===== src/design/dupf_pkg.sv =====
// package: offsets, field positions and reset values of the pin function block
package dupf_pkg;
    // ==========================================================
    // register offsets (byte addresses, one word each)
    localparam logic [7:0] OFS_OUT_PORT_CONFIG = 8'h00;
    localparam logic [7:0] OFS_OUT_PORT_DATA   = 8'h04;
    localparam logic [7:0] OFS_OUT_PORT_SET    = 8'h08;
    localparam logic [7:0] OFS_OUT_PORT_CLEAR  = 8'h0c;
    localparam logic [7:0] OFS_IN_PORT         = 8'h10;
    localparam logic [7:0] OFS_FUNC_ENABLE     = 8'h14;
    localparam logic [7:0] OFS_CHAN_CTRL       = 8'h18;
    localparam logic [7:0] OFS_IRQ_STATUS      = 8'h1c;
    localparam logic [7:0] OFS_IRQ_MASK        = 8'h20;
    localparam logic [7:0] OFS_CHIP_IRQ_MASK   = 8'h24;
    localparam logic [7:0] OFS_CHIP_IRQ_STATUS = 8'h28;
    // ==========================================================
    // out_port_config fields
    localparam int CFG_OUT2_LSB = 0;
    localparam int CFG_OUT3_LSB = 2;
    localparam int CFG_OUT4_BIT = 4;
    localparam int CFG_OUT5_BIT = 5;
    localparam int CFG_OUT6_BIT = 6;
    localparam int CFG_OUT7_BIT = 7;
    // function enable fields
    localparam int FE_RTS_A       = 0;
    localparam int FE_RTS_B       = 1;
    localparam int FE_CTS_A       = 2;
    localparam int FE_CTS_B       = 3;
    localparam int FE_CT_EXT      = 4;
    localparam int FE_TXCLK_A     = 5;
    localparam int FE_RXCLK_A     = 6;
    localparam int FE_TXCLK_B     = 7;
    localparam int FE_RXCLK_B     = 8;
    localparam int FE_RXFULL_SEL_A = 9;
    localparam int FE_RXFULL_SEL_B = 10;
    // channel control fields
    localparam int CC_TX_EN_A = 0;
    localparam int CC_TX_EN_B = 1;
    localparam int CC_LOOP_A  = 2;
    localparam int CC_LOOP_B  = 3;
    // interrupt status bits (events of this block)
    localparam int IRQ_CTS_A_CHG  = 0;
    localparam int IRQ_CTS_B_CHG  = 1;
    localparam int IRQ_CT_EXT_EDG = 2;
    localparam int IRQ_RX_A_START = 3;
    localparam int IRQ_RX_B_START = 4;
    localparam int IRQ_WIDTH      = 5;
    // ==========================================================
    // values after reset
    localparam logic [7:0]  RST_OUT_PORT_CONFIG = 8'h00;
    localparam logic [7:0]  RST_OUT_PORT_DATA   = 8'h00;
    localparam logic [10:0] RST_FUNC_ENABLE     = 11'h000;
    localparam logic [3:0]  RST_CHAN_CTRL       = 4'h0;
    localparam logic [7:0]  RST_CHIP_IRQ_MASK   = 8'h00;
    localparam logic [4:0]  RST_IRQ_MASK        = 5'h00;
    // ==========================================================
    // out two / out three selector codes
    localparam logic [1:0] SEL_GP     = 2'h0;
    localparam logic [1:0] SEL_ALT1   = 2'h1;
    localparam logic [1:0] SEL_ALT2   = 2'h2;
    localparam logic [1:0] SEL_ALT3   = 2'h3;
endpackage


===== src/design/dupf_top.sv =====
// pin function logic of a dual asynchronous serial controller
//
// Local design decisions: the Wishbone slave port and the address map.
`timescale 1ns/1ns
// Operation
// - transmit held at mark: reset, loopback, disabled
// - receive high is mark one, low space
// - high reset returns everything to initial state
// - transmit and receive disabled during reset
// - out zero/one: general or request-to-send
// - out two: config bits 1:0 pick clocks
// - out three: config bits 3:2 pick function
// - out four: bit 4, channel A ready/full
// - out five: bit 5, channel B ready/full
// - out six/seven: general or holding-empty flag
// - shared interrupt open-drain, any enabled condition
// - in zero/one: general or clear-to-send
// - in two: general or counter external clock
// - in three/five: transmit clocks, falling edge
// - in four/six: receive clocks, rising edge
// - serial bits least significant first
module dupf_top
    import dupf_pkg::*;
(
    input  wire logic        clk_i,
    input  wire logic        rst_i,
    input  wire logic        ce_i,
    // classic wishbone slave
    input  wire logic        wb_cyc_i,
    input  wire logic        wb_stb_i,
    input  wire logic        wb_we_i,
    input  wire logic [7:0]  wb_adr_i,
    input  wire logic [3:0]  wb_sel_i,
    input  wire logic [31:0] wb_dat_i,
    output logic      [31:0] wb_dat_o,
    output logic             wb_ack_o,
    // serial lines
    input  wire logic        serial_in_a_i,
    input  wire logic        serial_in_b_i,
    output logic             serial_out_a_o,
    output logic             serial_out_b_o,
    // internal datapath side
    input  wire logic        tx_data_a_i,
    input  wire logic        tx_data_b_i,
    output logic             rx_data_a_o,
    output logic             rx_data_b_o,
    input  wire logic        request_send_a_n_i,
    input  wire logic        request_send_b_n_i,
    input  wire logic        tx_a_clock_x1_i,
    input  wire logic        tx_a_clock_x16_i,
    input  wire logic        rx_a_clock_x1_i,
    input  wire logic        tx_b_clock_x1_i,
    input  wire logic        rx_b_clock_x1_i,
    input  wire logic        ct_out_i,
    input  wire logic        rx_a_ready_i,
    input  wire logic        rx_a_fifo_full_i,
    input  wire logic        rx_b_ready_i,
    input  wire logic        rx_b_fifo_full_i,
    input  wire logic        tx_a_hold_empty_i,
    input  wire logic        tx_b_hold_empty_i,
    input  wire logic [7:0]  chip_irq_cond_i,
    // multipurpose pins
    input  wire logic [6:0]  mp_in_i,
    output logic      [7:0]  mp_out_o,
    output logic      [7:0]  mp_out_oe_o,
    output logic             irq_n_o,
    output logic             irq_n_oe_o,
    output logic             irq_o,
    // decoded alternate input functions
    output logic             clear_send_a_n_o,
    output logic             clear_send_b_n_o,
    output logic             ct_ext_clk_o,
    output logic             tx_clk_fall_a_o,
    output logic             tx_clk_fall_b_o,
    output logic             rx_clk_rise_a_o,
    output logic             rx_clk_rise_b_o
);
    import dupf_pkg::*;

    // ==========================================================
    // registers
    logic [7:0]           out_port_config;
    logic [7:0]           out_port_data;
    logic [10:0]          func_enable;
    logic [3:0]           chan_ctrl;
    logic [IRQ_WIDTH-1:0] irq_status;
    logic [IRQ_WIDTH-1:0] irq_mask;
    logic [7:0]           chip_irq_mask;
    logic [6:0]           mp_in_q;
    logic [IRQ_WIDTH-1:0] next_events;
    logic [7:0]           next_mp_out;
    logic [7:0]           next_mp_oe;
    logic                 next_chip_irq;
    logic [31:0]          next_rdata;
    logic                 bus_req;
    logic                 wr_hit;
    logic                 rx_a_idle_q;
    logic                 rx_b_idle_q;

    assign bus_req = wb_cyc_i && wb_stb_i && !wb_ack_o;
    assign wr_hit  = bus_req && wb_we_i && wb_sel_i[0];

    // ==========================================================
    // wishbone answer: one wait state, ack dropped after one cycle
    always_ff @(posedge clk_i) begin
        if (rst_i) begin
            wb_ack_o <= 1'b0;
        end else if (ce_i) begin
            wb_ack_o <= bus_req;
        end
    end

    always_comb begin
        next_rdata = 32'h0000_0000;
        unique case (wb_adr_i)
            OFS_OUT_PORT_CONFIG: next_rdata[7:0]  = out_port_config;
            OFS_OUT_PORT_DATA:   next_rdata[7:0]  = out_port_data;
            // input bits read as the pin complement
            OFS_IN_PORT:         next_rdata[6:0]  = ~mp_in_q;
            OFS_FUNC_ENABLE:     next_rdata[10:0] = func_enable;
            OFS_CHAN_CTRL:       next_rdata[3:0]  = chan_ctrl;
            OFS_IRQ_STATUS:      next_rdata[4:0]  = irq_status;
            OFS_IRQ_MASK:        next_rdata[4:0]  = irq_mask;
            OFS_CHIP_IRQ_MASK:   next_rdata[7:0]  = chip_irq_mask;
            OFS_CHIP_IRQ_STATUS: next_rdata[7:0]  = chip_irq_cond_i;
            default:             next_rdata       = 32'h0000_0000;
        endcase
    end

    always_ff @(posedge clk_i) begin
        if (rst_i) begin
            wb_dat_o <= 32'h0000_0000;
        end else if (ce_i && bus_req && !wb_we_i) begin
            wb_dat_o <= next_rdata;
        end
    end

    // ==========================================================
    // control registers
    always_ff @(posedge clk_i) begin
        if (rst_i) begin
            out_port_config <= RST_OUT_PORT_CONFIG;
            out_port_data   <= RST_OUT_PORT_DATA;
            chan_ctrl       <= RST_CHAN_CTRL;
            irq_mask        <= RST_IRQ_MASK;
            chip_irq_mask   <= RST_CHIP_IRQ_MASK;
        end else if (ce_i && wr_hit) begin
            unique case (wb_adr_i)
                OFS_OUT_PORT_CONFIG: out_port_config <= wb_dat_i[7:0];
                OFS_OUT_PORT_DATA:   out_port_data   <= wb_dat_i[7:0];
                OFS_OUT_PORT_SET:
                    out_port_data <= out_port_data | wb_dat_i[7:0];
                OFS_OUT_PORT_CLEAR:
                    out_port_data <= out_port_data & ~wb_dat_i[7:0];
                OFS_CHAN_CTRL:       chan_ctrl     <= wb_dat_i[3:0];
                OFS_IRQ_MASK:        irq_mask      <= wb_dat_i[4:0];
                OFS_CHIP_IRQ_MASK:   chip_irq_mask <= wb_dat_i[7:0];
                default:             ;
            endcase
        end
    end

    // function enable spans two byte lanes
    always_ff @(posedge clk_i) begin
        if (rst_i) begin
            func_enable <= RST_FUNC_ENABLE;
        end else if (ce_i && bus_req && wb_we_i
                     && wb_adr_i == OFS_FUNC_ENABLE) begin
            if (wb_sel_i[0]) begin
                func_enable[7:0] <= wb_dat_i[7:0];
            end
            if (wb_sel_i[1]) begin
                func_enable[10:8] <= wb_dat_i[10:8];
            end
        end
    end

    // ==========================================================
    // input sampling and events
    always_ff @(posedge clk_i) begin
        if (rst_i) begin
            mp_in_q     <= 7'h7f;
            rx_a_idle_q <= 1'b1;
            rx_b_idle_q <= 1'b1;
        end else if (ce_i) begin
            mp_in_q     <= mp_in_i;
            rx_a_idle_q <= serial_in_a_i;
            rx_b_idle_q <= serial_in_b_i;
        end
    end

    always_comb begin
        next_events = '0;
        next_events[IRQ_CTS_A_CHG] = func_enable[FE_CTS_A]
            && (mp_in_i[0] != mp_in_q[0]);
        next_events[IRQ_CTS_B_CHG] = func_enable[FE_CTS_B]
            && (mp_in_i[1] != mp_in_q[1]);
        next_events[IRQ_CT_EXT_EDG] = func_enable[FE_CT_EXT]
            && mp_in_i[2] && !mp_in_q[2];
        // a space after idle mark is a start bit
        next_events[IRQ_RX_A_START] = rx_a_idle_q && !serial_in_a_i;
        next_events[IRQ_RX_B_START] = rx_b_idle_q && !serial_in_b_i;
    end

    // set wins over a write-one clear in the same cycle
    always_ff @(posedge clk_i) begin
        if (rst_i) begin
            irq_status <= '0;
        end else if (ce_i) begin
            if (wr_hit && wb_adr_i == OFS_IRQ_STATUS) begin
                irq_status <= (irq_status & ~wb_dat_i[4:0]) | next_events;
            end else begin
                irq_status <= irq_status | next_events;
            end
        end
    end

    // ==========================================================
    // alternate input decode
    always_ff @(posedge clk_i) begin
        if (rst_i) begin
            clear_send_a_n_o <= 1'b1;
            clear_send_b_n_o <= 1'b1;
            ct_ext_clk_o     <= 1'b0;
            tx_clk_fall_a_o  <= 1'b0;
            tx_clk_fall_b_o  <= 1'b0;
            rx_clk_rise_a_o  <= 1'b0;
            rx_clk_rise_b_o  <= 1'b0;
        end else if (ce_i) begin
            clear_send_a_n_o <= func_enable[FE_CTS_A] ? mp_in_q[0] : 1'b1;
            clear_send_b_n_o <= func_enable[FE_CTS_B] ? mp_in_q[1] : 1'b1;
            ct_ext_clk_o     <= func_enable[FE_CT_EXT] && mp_in_q[2];
            // strobes on the edge each clock shifts on
            tx_clk_fall_a_o <= func_enable[FE_TXCLK_A]
                && mp_in_q[3] && !mp_in_i[3];
            tx_clk_fall_b_o <= func_enable[FE_TXCLK_B]
                && mp_in_q[5] && !mp_in_i[5];
            rx_clk_rise_a_o <= func_enable[FE_RXCLK_A]
                && !mp_in_q[4] && mp_in_i[4];
            rx_clk_rise_b_o <= func_enable[FE_RXCLK_B]
                && !mp_in_q[6] && mp_in_i[6];
        end
    end

    // ==========================================================
    // serial lines; datapath shifts lsb first, we pass bits in order
    always_ff @(posedge clk_i) begin
        if (rst_i) begin
            serial_out_a_o <= 1'b1;
            serial_out_b_o <= 1'b1;
            rx_data_a_o    <= 1'b1;
            rx_data_b_o    <= 1'b1;
        end else if (ce_i) begin
            serial_out_a_o <= (chan_ctrl[CC_TX_EN_A] && !chan_ctrl[CC_LOOP_A])
                ? tx_data_a_i : 1'b1;
            serial_out_b_o <= (chan_ctrl[CC_TX_EN_B] && !chan_ctrl[CC_LOOP_B])
                ? tx_data_b_i : 1'b1;
            // local loop feeds the receiver from its own transmitter
            rx_data_a_o <= chan_ctrl[CC_LOOP_A]
                ? tx_data_a_i : serial_in_a_i;
            rx_data_b_o <= chan_ctrl[CC_LOOP_B]
                ? tx_data_b_i : serial_in_b_i;
        end
    end

    // ==========================================================
    // multipurpose output mux; general bits drive pin as complement
    always_comb begin
        next_mp_out = ~out_port_data;
        next_mp_oe  = 8'hff;
        if (func_enable[FE_RTS_A]) begin
            next_mp_out[0] = request_send_a_n_i;
        end
        if (func_enable[FE_RTS_B]) begin
            next_mp_out[1] = request_send_b_n_i;
        end
        unique case (out_port_config[CFG_OUT2_LSB +: 2])
            SEL_ALT1: next_mp_out[2] = tx_a_clock_x1_i;
            SEL_ALT2: next_mp_out[2] = tx_a_clock_x16_i;
            SEL_ALT3: next_mp_out[2] = rx_a_clock_x1_i;
            default:  ;
        endcase
        unique case (out_port_config[CFG_OUT3_LSB +: 2])
            SEL_ALT1: begin
                next_mp_out[3] = 1'b0;
                next_mp_oe[3]  = !ct_out_i;
            end
            SEL_ALT2: next_mp_out[3] = tx_b_clock_x1_i;
            SEL_ALT3: next_mp_out[3] = rx_b_clock_x1_i;
            default:  ;
        endcase
        if (out_port_config[CFG_OUT4_BIT]) begin
            next_mp_out[4] = 1'b0;
            next_mp_oe[4]  = func_enable[FE_RXFULL_SEL_A]
                ? rx_a_fifo_full_i : rx_a_ready_i;
        end
        if (out_port_config[CFG_OUT5_BIT]) begin
            next_mp_out[5] = 1'b0;
            next_mp_oe[5]  = func_enable[FE_RXFULL_SEL_B]
                ? rx_b_fifo_full_i : rx_b_ready_i;
        end
        if (out_port_config[CFG_OUT6_BIT]) begin
            next_mp_out[6] = 1'b0;
            next_mp_oe[6]  = tx_a_hold_empty_i;
        end
        if (out_port_config[CFG_OUT7_BIT]) begin
            next_mp_out[7] = 1'b0;
            next_mp_oe[7]  = tx_b_hold_empty_i;
        end
    end

    assign next_chip_irq = |(chip_irq_cond_i & chip_irq_mask)
                           || |(irq_status & irq_mask);

    // ==========================================================
    // registered pins, all from the oscillator clock
    always_ff @(posedge clk_i) begin
        if (rst_i) begin
            mp_out_o    <= 8'hff;
            mp_out_oe_o <= 8'hff;
            irq_n_o     <= 1'b0;
            irq_n_oe_o  <= 1'b0;
            irq_o       <= 1'b0;
        end else if (ce_i) begin
            mp_out_o    <= next_mp_out;
            mp_out_oe_o <= next_mp_oe;
            irq_n_o     <= 1'b0;
            irq_n_oe_o  <= next_chip_irq;
            irq_o       <= next_chip_irq;
        end
    end
endmodule


===== config.mk =====
export PLATFORM = sky130hd
export DESIGN_NAME = dupf_top
export DESIGN_NICKNAME = d
export VERILOG_FILES = /design/src/design/dupf_pkg.sv /design/src/design/dupf_top.sv
export SDC_FILE = /design/constraint.sdc
export NUM_CORES = 1
export LEC_CHECK = 0
export BUFFER_PORTS_ARGS = -buffer_cell sky130_fd_sc_hd__buf_4
export CORE_UTILIZATION = 51
export CTS_CLUSTER_SIZE = 40
export DETAILED_ROUTE_END_ITERATION = 12
export GPL_ROUTABILITY_DRIVEN = 0
export PLACE_DENSITY = 0.8
export SYNTH_ARGS = -nofsm -noshare
export SYNTH_HDL_FRONTEND = slang
export SYNTH_SLANG_ARGS = --single-unit

===== constraint.sdc =====
create_clock -name clk_i -period 2.5 [get_ports clk_i]
set_input_delay 0.375 -clock clk_i [delete_from_list [all_inputs] [get_ports clk_i]]
set_output_delay 0.375 -clock clk_i [all_outputs]
set_load 0.005 [all_outputs]

Yosys cells after proc, flatten, opt, wreduce, memory -nomap -nowiden
Cells that the tools add are included.

storage, ports and cells
  output and inout bits = 63
  bits in registers = 95
  logic and storage cells = 135

operators by class
  mux-type cells = 28
  equal/unequal tests = 18
  reductions and logical operators = 51
  bitwise operators = 11

operator list
  cell                                                 number
  case mux 4 bit (9 select lines)                      1
  equality test 8 x 5 -> 1 bit, second input constant  4
  logical AND 1 bit                                    27
  equality test 8 x 6 -> 1 bit, second input constant  3
  case mux 8 bit (3 select lines)                      1
  2-to-1 mux 1 bit                                     19
  AND 8 bit                                            2
  equality test 8 x 4 -> 1 bit, second input constant  2
  inverter 8 bit                                       2
  AND reduction 2 bit                                  7
  logical NOT 1 bit                                    12
  case mux 2 bit (6 select lines)                      1
  AND 5 bit                                            2
  OR 5 bit                                             2
  equality test 2 bit, second input constant           4
  equality test 8 x 3 -> 1 bit, second input constant  1
  logical NOT 8 bit                                    1
  OR 8 bit                                             1
  case mux 1 bit (8 select lines)                      1
  OR reduction 8 bit                                   1
  inverter 7 bit                                       1
  case mux 1 bit (3 select lines)                      2
  2-to-1 mux 5 bit                                     1
  inverter 5 bit                                       1
  7 further kinds                                      9

Depth between registers and ports, before layout
  depth after elaboration = 6
  depth in mapped cells = 8
  mapped depth without buffers = 5

Worst setup path before layout
No wires, ideal clock.

  path kind = input to register
  start point = in ce_i
  end point = reg out_port_config[3]
  stages on the path = 6
  buffers on the path = 1
  slack = 573 ps
  arrival = 1799 ps
  cell sequence = buf_2 > and4b_4 > nand3_4 > nor4_4 > mux2i_1 > nor2_1

on the way
  longest elaborated chain between the ends = 2

ends and longest elaborated chain
  element                               RTL line         source
  start, declared                       dupf_top.sv:27   input wire logic ce_i,
  logical AND 1 bit                     dupf_top.sv:147  end else if (ce_i && wr_hit) begin
  AND reduction 2 bit (no source line)  n/a
  end signal, assigned                  dupf_top.sv:149  OFS_OUT_PORT_CONFIG: out_port_config <= wb_dat_i[7:0];
  end, declared                         dupf_top.sv:82   logic [7:0] out_port_config;

No other way between the ends.
A chain may end at the register's enable or synchronous reset.

Final worst setup path
  start point = reg wb_ack_o
  end point = reg out_port_data[3]

on the way
  longest elaborated chain between the ends = 6

ends and longest elaborated chain
  element                               RTL line         source
  start, declared                       dupf_top.sv:36   output logic wb_ack_o,
  start signal, assigned                dupf_top.sv:109  wb_ack_o <= bus_req;
  logical NOT 1 bit                     dupf_top.sv:100  assign bus_req = wb_cyc_i && wb_stb_i && !wb_ack_o;
  logical AND 1 bit                     dupf_top.sv:100
  logical AND 1 bit (2 in a row)        dupf_top.sv:101  assign wr_hit = bus_req && wb_we_i && wb_sel_i[0];
  logical AND 1 bit                     dupf_top.sv:147
  AND reduction 2 bit (no source line)  n/a
  end signal, assigned                  dupf_top.sv:150  OFS_OUT_PORT_DATA: out_port_data <= wb_dat_i[7:0];
  end signal, assigned                  dupf_top.sv:152  out_port_data <= out_port_data | wb_dat_i[7:0];
  end signal, assigned                  dupf_top.sv:154  out_port_data <= out_port_data & ~wb_dat_i[7:0];
  end, declared                         dupf_top.sv:83   logic [7:0] out_port_data;

No other way between the ends.

==> summary.txt <==
Setup path
  • Arrival @ worst endpoint: roughly 2.2 ns
  • Startpoint class of the critical path: flop
  • Crit end category: flop
  • Critical path launch point: wb_ack_o
  • Slowest cell delay on critical path: 0.57 ns
  • CP max-delay cell: or3_1
  • Delay-heaviest family, CP: simple AND/OR/NAND/NOR gates
  • Worst Reg2Reg Path Length in Cells: 5
  • WS Path Type: flop to flop
  • R2R Path End: out_port_data[3]
  • Worst Path Max Fanout: 8
  • Worst r2r src: wb_ack_o
  • CP required: approximately 2.7 ns
  • Flop2flop setup slack: a little over 0.5 ns
  • CP cell instances: and4b_4 > nand3_4 > or3_1 > o21ai_0 > a21oi_1
  • Buffers plus inverters on the worst setup path: 0

Global route
  • First-pass GRT wire length: just over 20000 um
  • Initial antenna violation count: 0
  • Number of global-route vias before repair: roughly 4100
  • Grt total ovfl: 0
  • GRT Util Overall: 27.29%
  • Largest net degree at the start of global routing: 50

Hold path
  • Hold Path End: mp_in_q[3]
  • Hold_sp: mp_in_i[3]
  • WHS Path Cells: 3
  • Hold Path Class: input port to flop

Synthesis
  • Xor-xnor portion of the synthesized cell area: 0.3791%
  • Number of synthesized flops with an enable pin: 0
  • Main synth FF type: dfxtp_1
  • Largest family of logic cells by synthesized area: simple AND/OR/NAND/NOR gates
  • Mean Syn Cell Area: about 8.5 um2
  • Post-synthesis simple-gate area fraction: 20.88%
  • FFs w/ async S/R, synth: 0%
  • Adder-Cell Fraction of Synth Area: 0%
  • Mux share of post-synthesis cell area: between 10% and 20%
  • Library cells used by synthesis: 50
  • Synthesized cell area: 4621 um2
  • Synth Area in Compound Gates: between 15 and 20%
  • Yosys warns: 0
  • Seq/Total Area, Yosys: ~41%
  • #FFs+latches synth: 95
  • Gate count of the mapped netlist: 542

Power
  • Power per cell area: between 500 and 600 nW/um2
  • Max VDD drop: 0.0003630 V
  • Leakage: about 0.0021 uW

Detailed routing
  • Antenna Nets Post-Route: 0
  • Via/cell ratio: slightly below 6
  • Iter 0 DRT Violations: 428
  • Routed via count: 4371
  • Wire per inst: 17.37 um
  • # DRC: 0
  • Total Wirelength: roughly 13000 um
  • First drt pass iteration count: 5

Timing
  • Max Slew Vio Count: 0
  • Minimum clock period: 1.987 ns
  • Max_slew headroom: between 40% and 50%
  • Period utilisation layout: between 70% and 80%
  • Worst slew pin tran: about 0.86 ns
  • RSZ-0062 raised after global routing: no
  • Final hold viol count: 0
  • Setup violations, final: 0
  • Setup TNS: 0 ns
  • Max Clk Rate: ~500 MHz
  • Worst Skew: approximately 0.007 ns

Status
  • Outcome: complete, no violations

CTS
  • Cts bufs inserted: 9
  • Post-CTS setup buffers: 0
  • CTS tree: built
  • Cts repair resizes: 0
  • # clock sinks: 95
  • Worst-path clk slew: approximately 0.090 ns
  • CTS Buffer Depth: 2
  • Root Buffer: clkbuf_8
  • CTS HTree Levels: 3
  • Hold buffer count at cts: 0
  • Worst skew pair latency: 0.36 ns

Cells and area
  • Layout cell share with drive strength beyond 1: a little over a fifth
  • Non-Filler Instances: approximately 740
  • Post-layout nets: slightly above 700
  • FF+latch area: approximately 1900 um2
  • N_diodes: 0
  • Fill cells: about 760
  • Post-route cell area: ~5500 um2
  • Post-Route Utilization: between 60 and 70%
  • Area Growth Syn to Fin: 20.09%
  • Multi-input gate area: ~2400 um2

Run
  • Max Cap Viol: 0

Placement
  • Detailed Place HPWL: 9197 um
  • Cells after DPL: 723
  • I/O Buffers: slightly below 100
  • Post-DP Area: about 5300 um2

Die
  • IO Pins: 146
  • Die Ht: roughly 97 um
  • Die Footprint: ~9400 um2
  • Site Rows: 34
  • Initial core utilization: a little over half
  • Core box area: just under 9000 um2
  • Die W: approximately 97 um
logic make-up after synthesis:
group	after synthesis
flip-flops	95
AND/OR/NAND/NOR	194
multiplexers	61
XOR/XNOR	2
AO/OA/AOI/OAI	117
buffers and inverters	71
other	2
report_power, final:
group | leakage [uW] | internal, uW | switching (uW) | total (uW)
clock network | 0.000103 | 561 | 546 | 1110
logic | 0.00126 | 122 | 168 | 290
registers | 0.000770 | 1530 | 17.4 | 1550
total | 0.00213 | 2220 | 731 | 2950
how the worst max path moves through the flow:
stage / end / slack (ns) / cells past startpoint
floorplan: out_port_config[3] / 0.57 / 6
global placement: func_enable[9] / 0.30 / 6
detailed placement: func_enable[9] / 0.25 / 6
CTS: wb_dat_o[3] / 0.55 / 4
global route: wb_dat_o[1] / 0.39 / 4
finish: out_port_data[3] / 0.51 / 5
cells in the mapped netlist (3+ instances only):
cell | instances | share of area [%]
a211oi_1 | 5 | 0.81
a21oi_1 | 34 | 3.7
a22oi_1 | 9 | 1.5
a311oi_1 | 5 | 0.95
a31oi_1 | 7 | 0.95
a32o_1 | 3 | 0.65
and3_1 | 4 | 0.54
buf_2 | 4 | 0.43
buf_4 | 27 | 4.4
clkbuf_1 | 28 | 2.3
dfxtp_1 | 95 | 41
inv_1 | 8 | 0.65
mux2_2 | 3 | 0.73
mux2i_1 | 57 | 12
nand2_1 | 62 | 5.0
nand3_1 | 19 | 2.1
nand4b_1 | 5 | 0.95
nor2_1 | 66 | 5.4
nor2b_1 | 4 | 0.54
nor3_1 | 7 | 0.76
nor4_1 | 3 | 0.41
o211ai_1 | 7 | 1.1
o21ai_0 | 32 | 3.5
o22ai_1 | 4 | 0.54
o31ai_1 | 4 | 0.65
or3_1 | 3 | 0.41
cell type report:
type | instances | share of cell area [%]
multi-input combinational | 399 | 43.83
inverter | 10 | 0.6764
tap | 108 | 2.435
clock inverter | 5 | 1.466
clock buffer | 10 | 2.300
sequential | 95 | 34.27
timing repair buffer | 111 | 15.02
state kept, by name, summed over array words and instances (netlist names), 4 cells and up:
signal and flops:
mp_in_q 7, out_port_data 8, mp_out_oe_o 5, func_enable 11
out_port_config 8, irq_mask 5, chip_irq_mask 8, chan_ctrl 4
mp_out_o 8, irq_status 5, wb_dat_o 11
through the flow:
| stage | power [uW] | hold slack [ns] | setup WS (ns) |
|---|---|---|---|
| after floorplan | 1752 | 0.4259 | 0.5735 |
| after detailed placement | 1870 | 0.4474 | 0.2512 |
| after global placement | 1863 | 0.4392 | 0.3014 |
| after global routing | 3041 | 0.2326 | 0.3933 |
| after CTS | 2947 | 0.2264 | 0.5535 |
| final | 2947 | 0.2307 | 0.5127 |
placed cells by master (no fill, tap or decap), drive strengths merged, types with 2 or more instances in the layout:
cell type,Yosys,layout
o22ai,4,4
a32o,3,3
nor3,9,9
nor2,67,67
o21ai,32,32
nand4b,5,5
a211oi,5,5
clkinv,2,3
nor2b,4,4
o211ai,7,7
or4b,2,2
nor3b,2,2
a31oi,7,7
or3,3,3
conb,2,25
clkbuf,28,10
nand3b,2,2
bufinv,0,2
o221ai,2,2
o32ai,2,2
nand3,20,20
a21oi,34,34
a22oi,9,9
and3,4,4
nor4,5,5
buf,33,111
nand4,2,2
xor2,2,2
a311oi,5,5
mux2,3,3
inv,8,9
o31ai,4,4
nor4b,2,2
dfxtp,95,95
mux2i,57,57
nand2,62,62
per-layer routing:
layer | vias up | track usage (%) | wire, um
met2 | 270 | 41.50 | 5710
met4 | 0 | 11.83 | 466
met3 | 44 | 6.763 | 1316
met5 | - | 0 | 0
met1 | 2013 | 36.73 | 5326
li1 | 2044 | - | -
tightest hold or removal path, delay by kind of cell:
family                 cells  cell delay [ns]
and+or+nand+nor            1             0.06
muxes                      1             0.05
buffers and inverters      1             0.08
(Power assumes the default switching activity.)
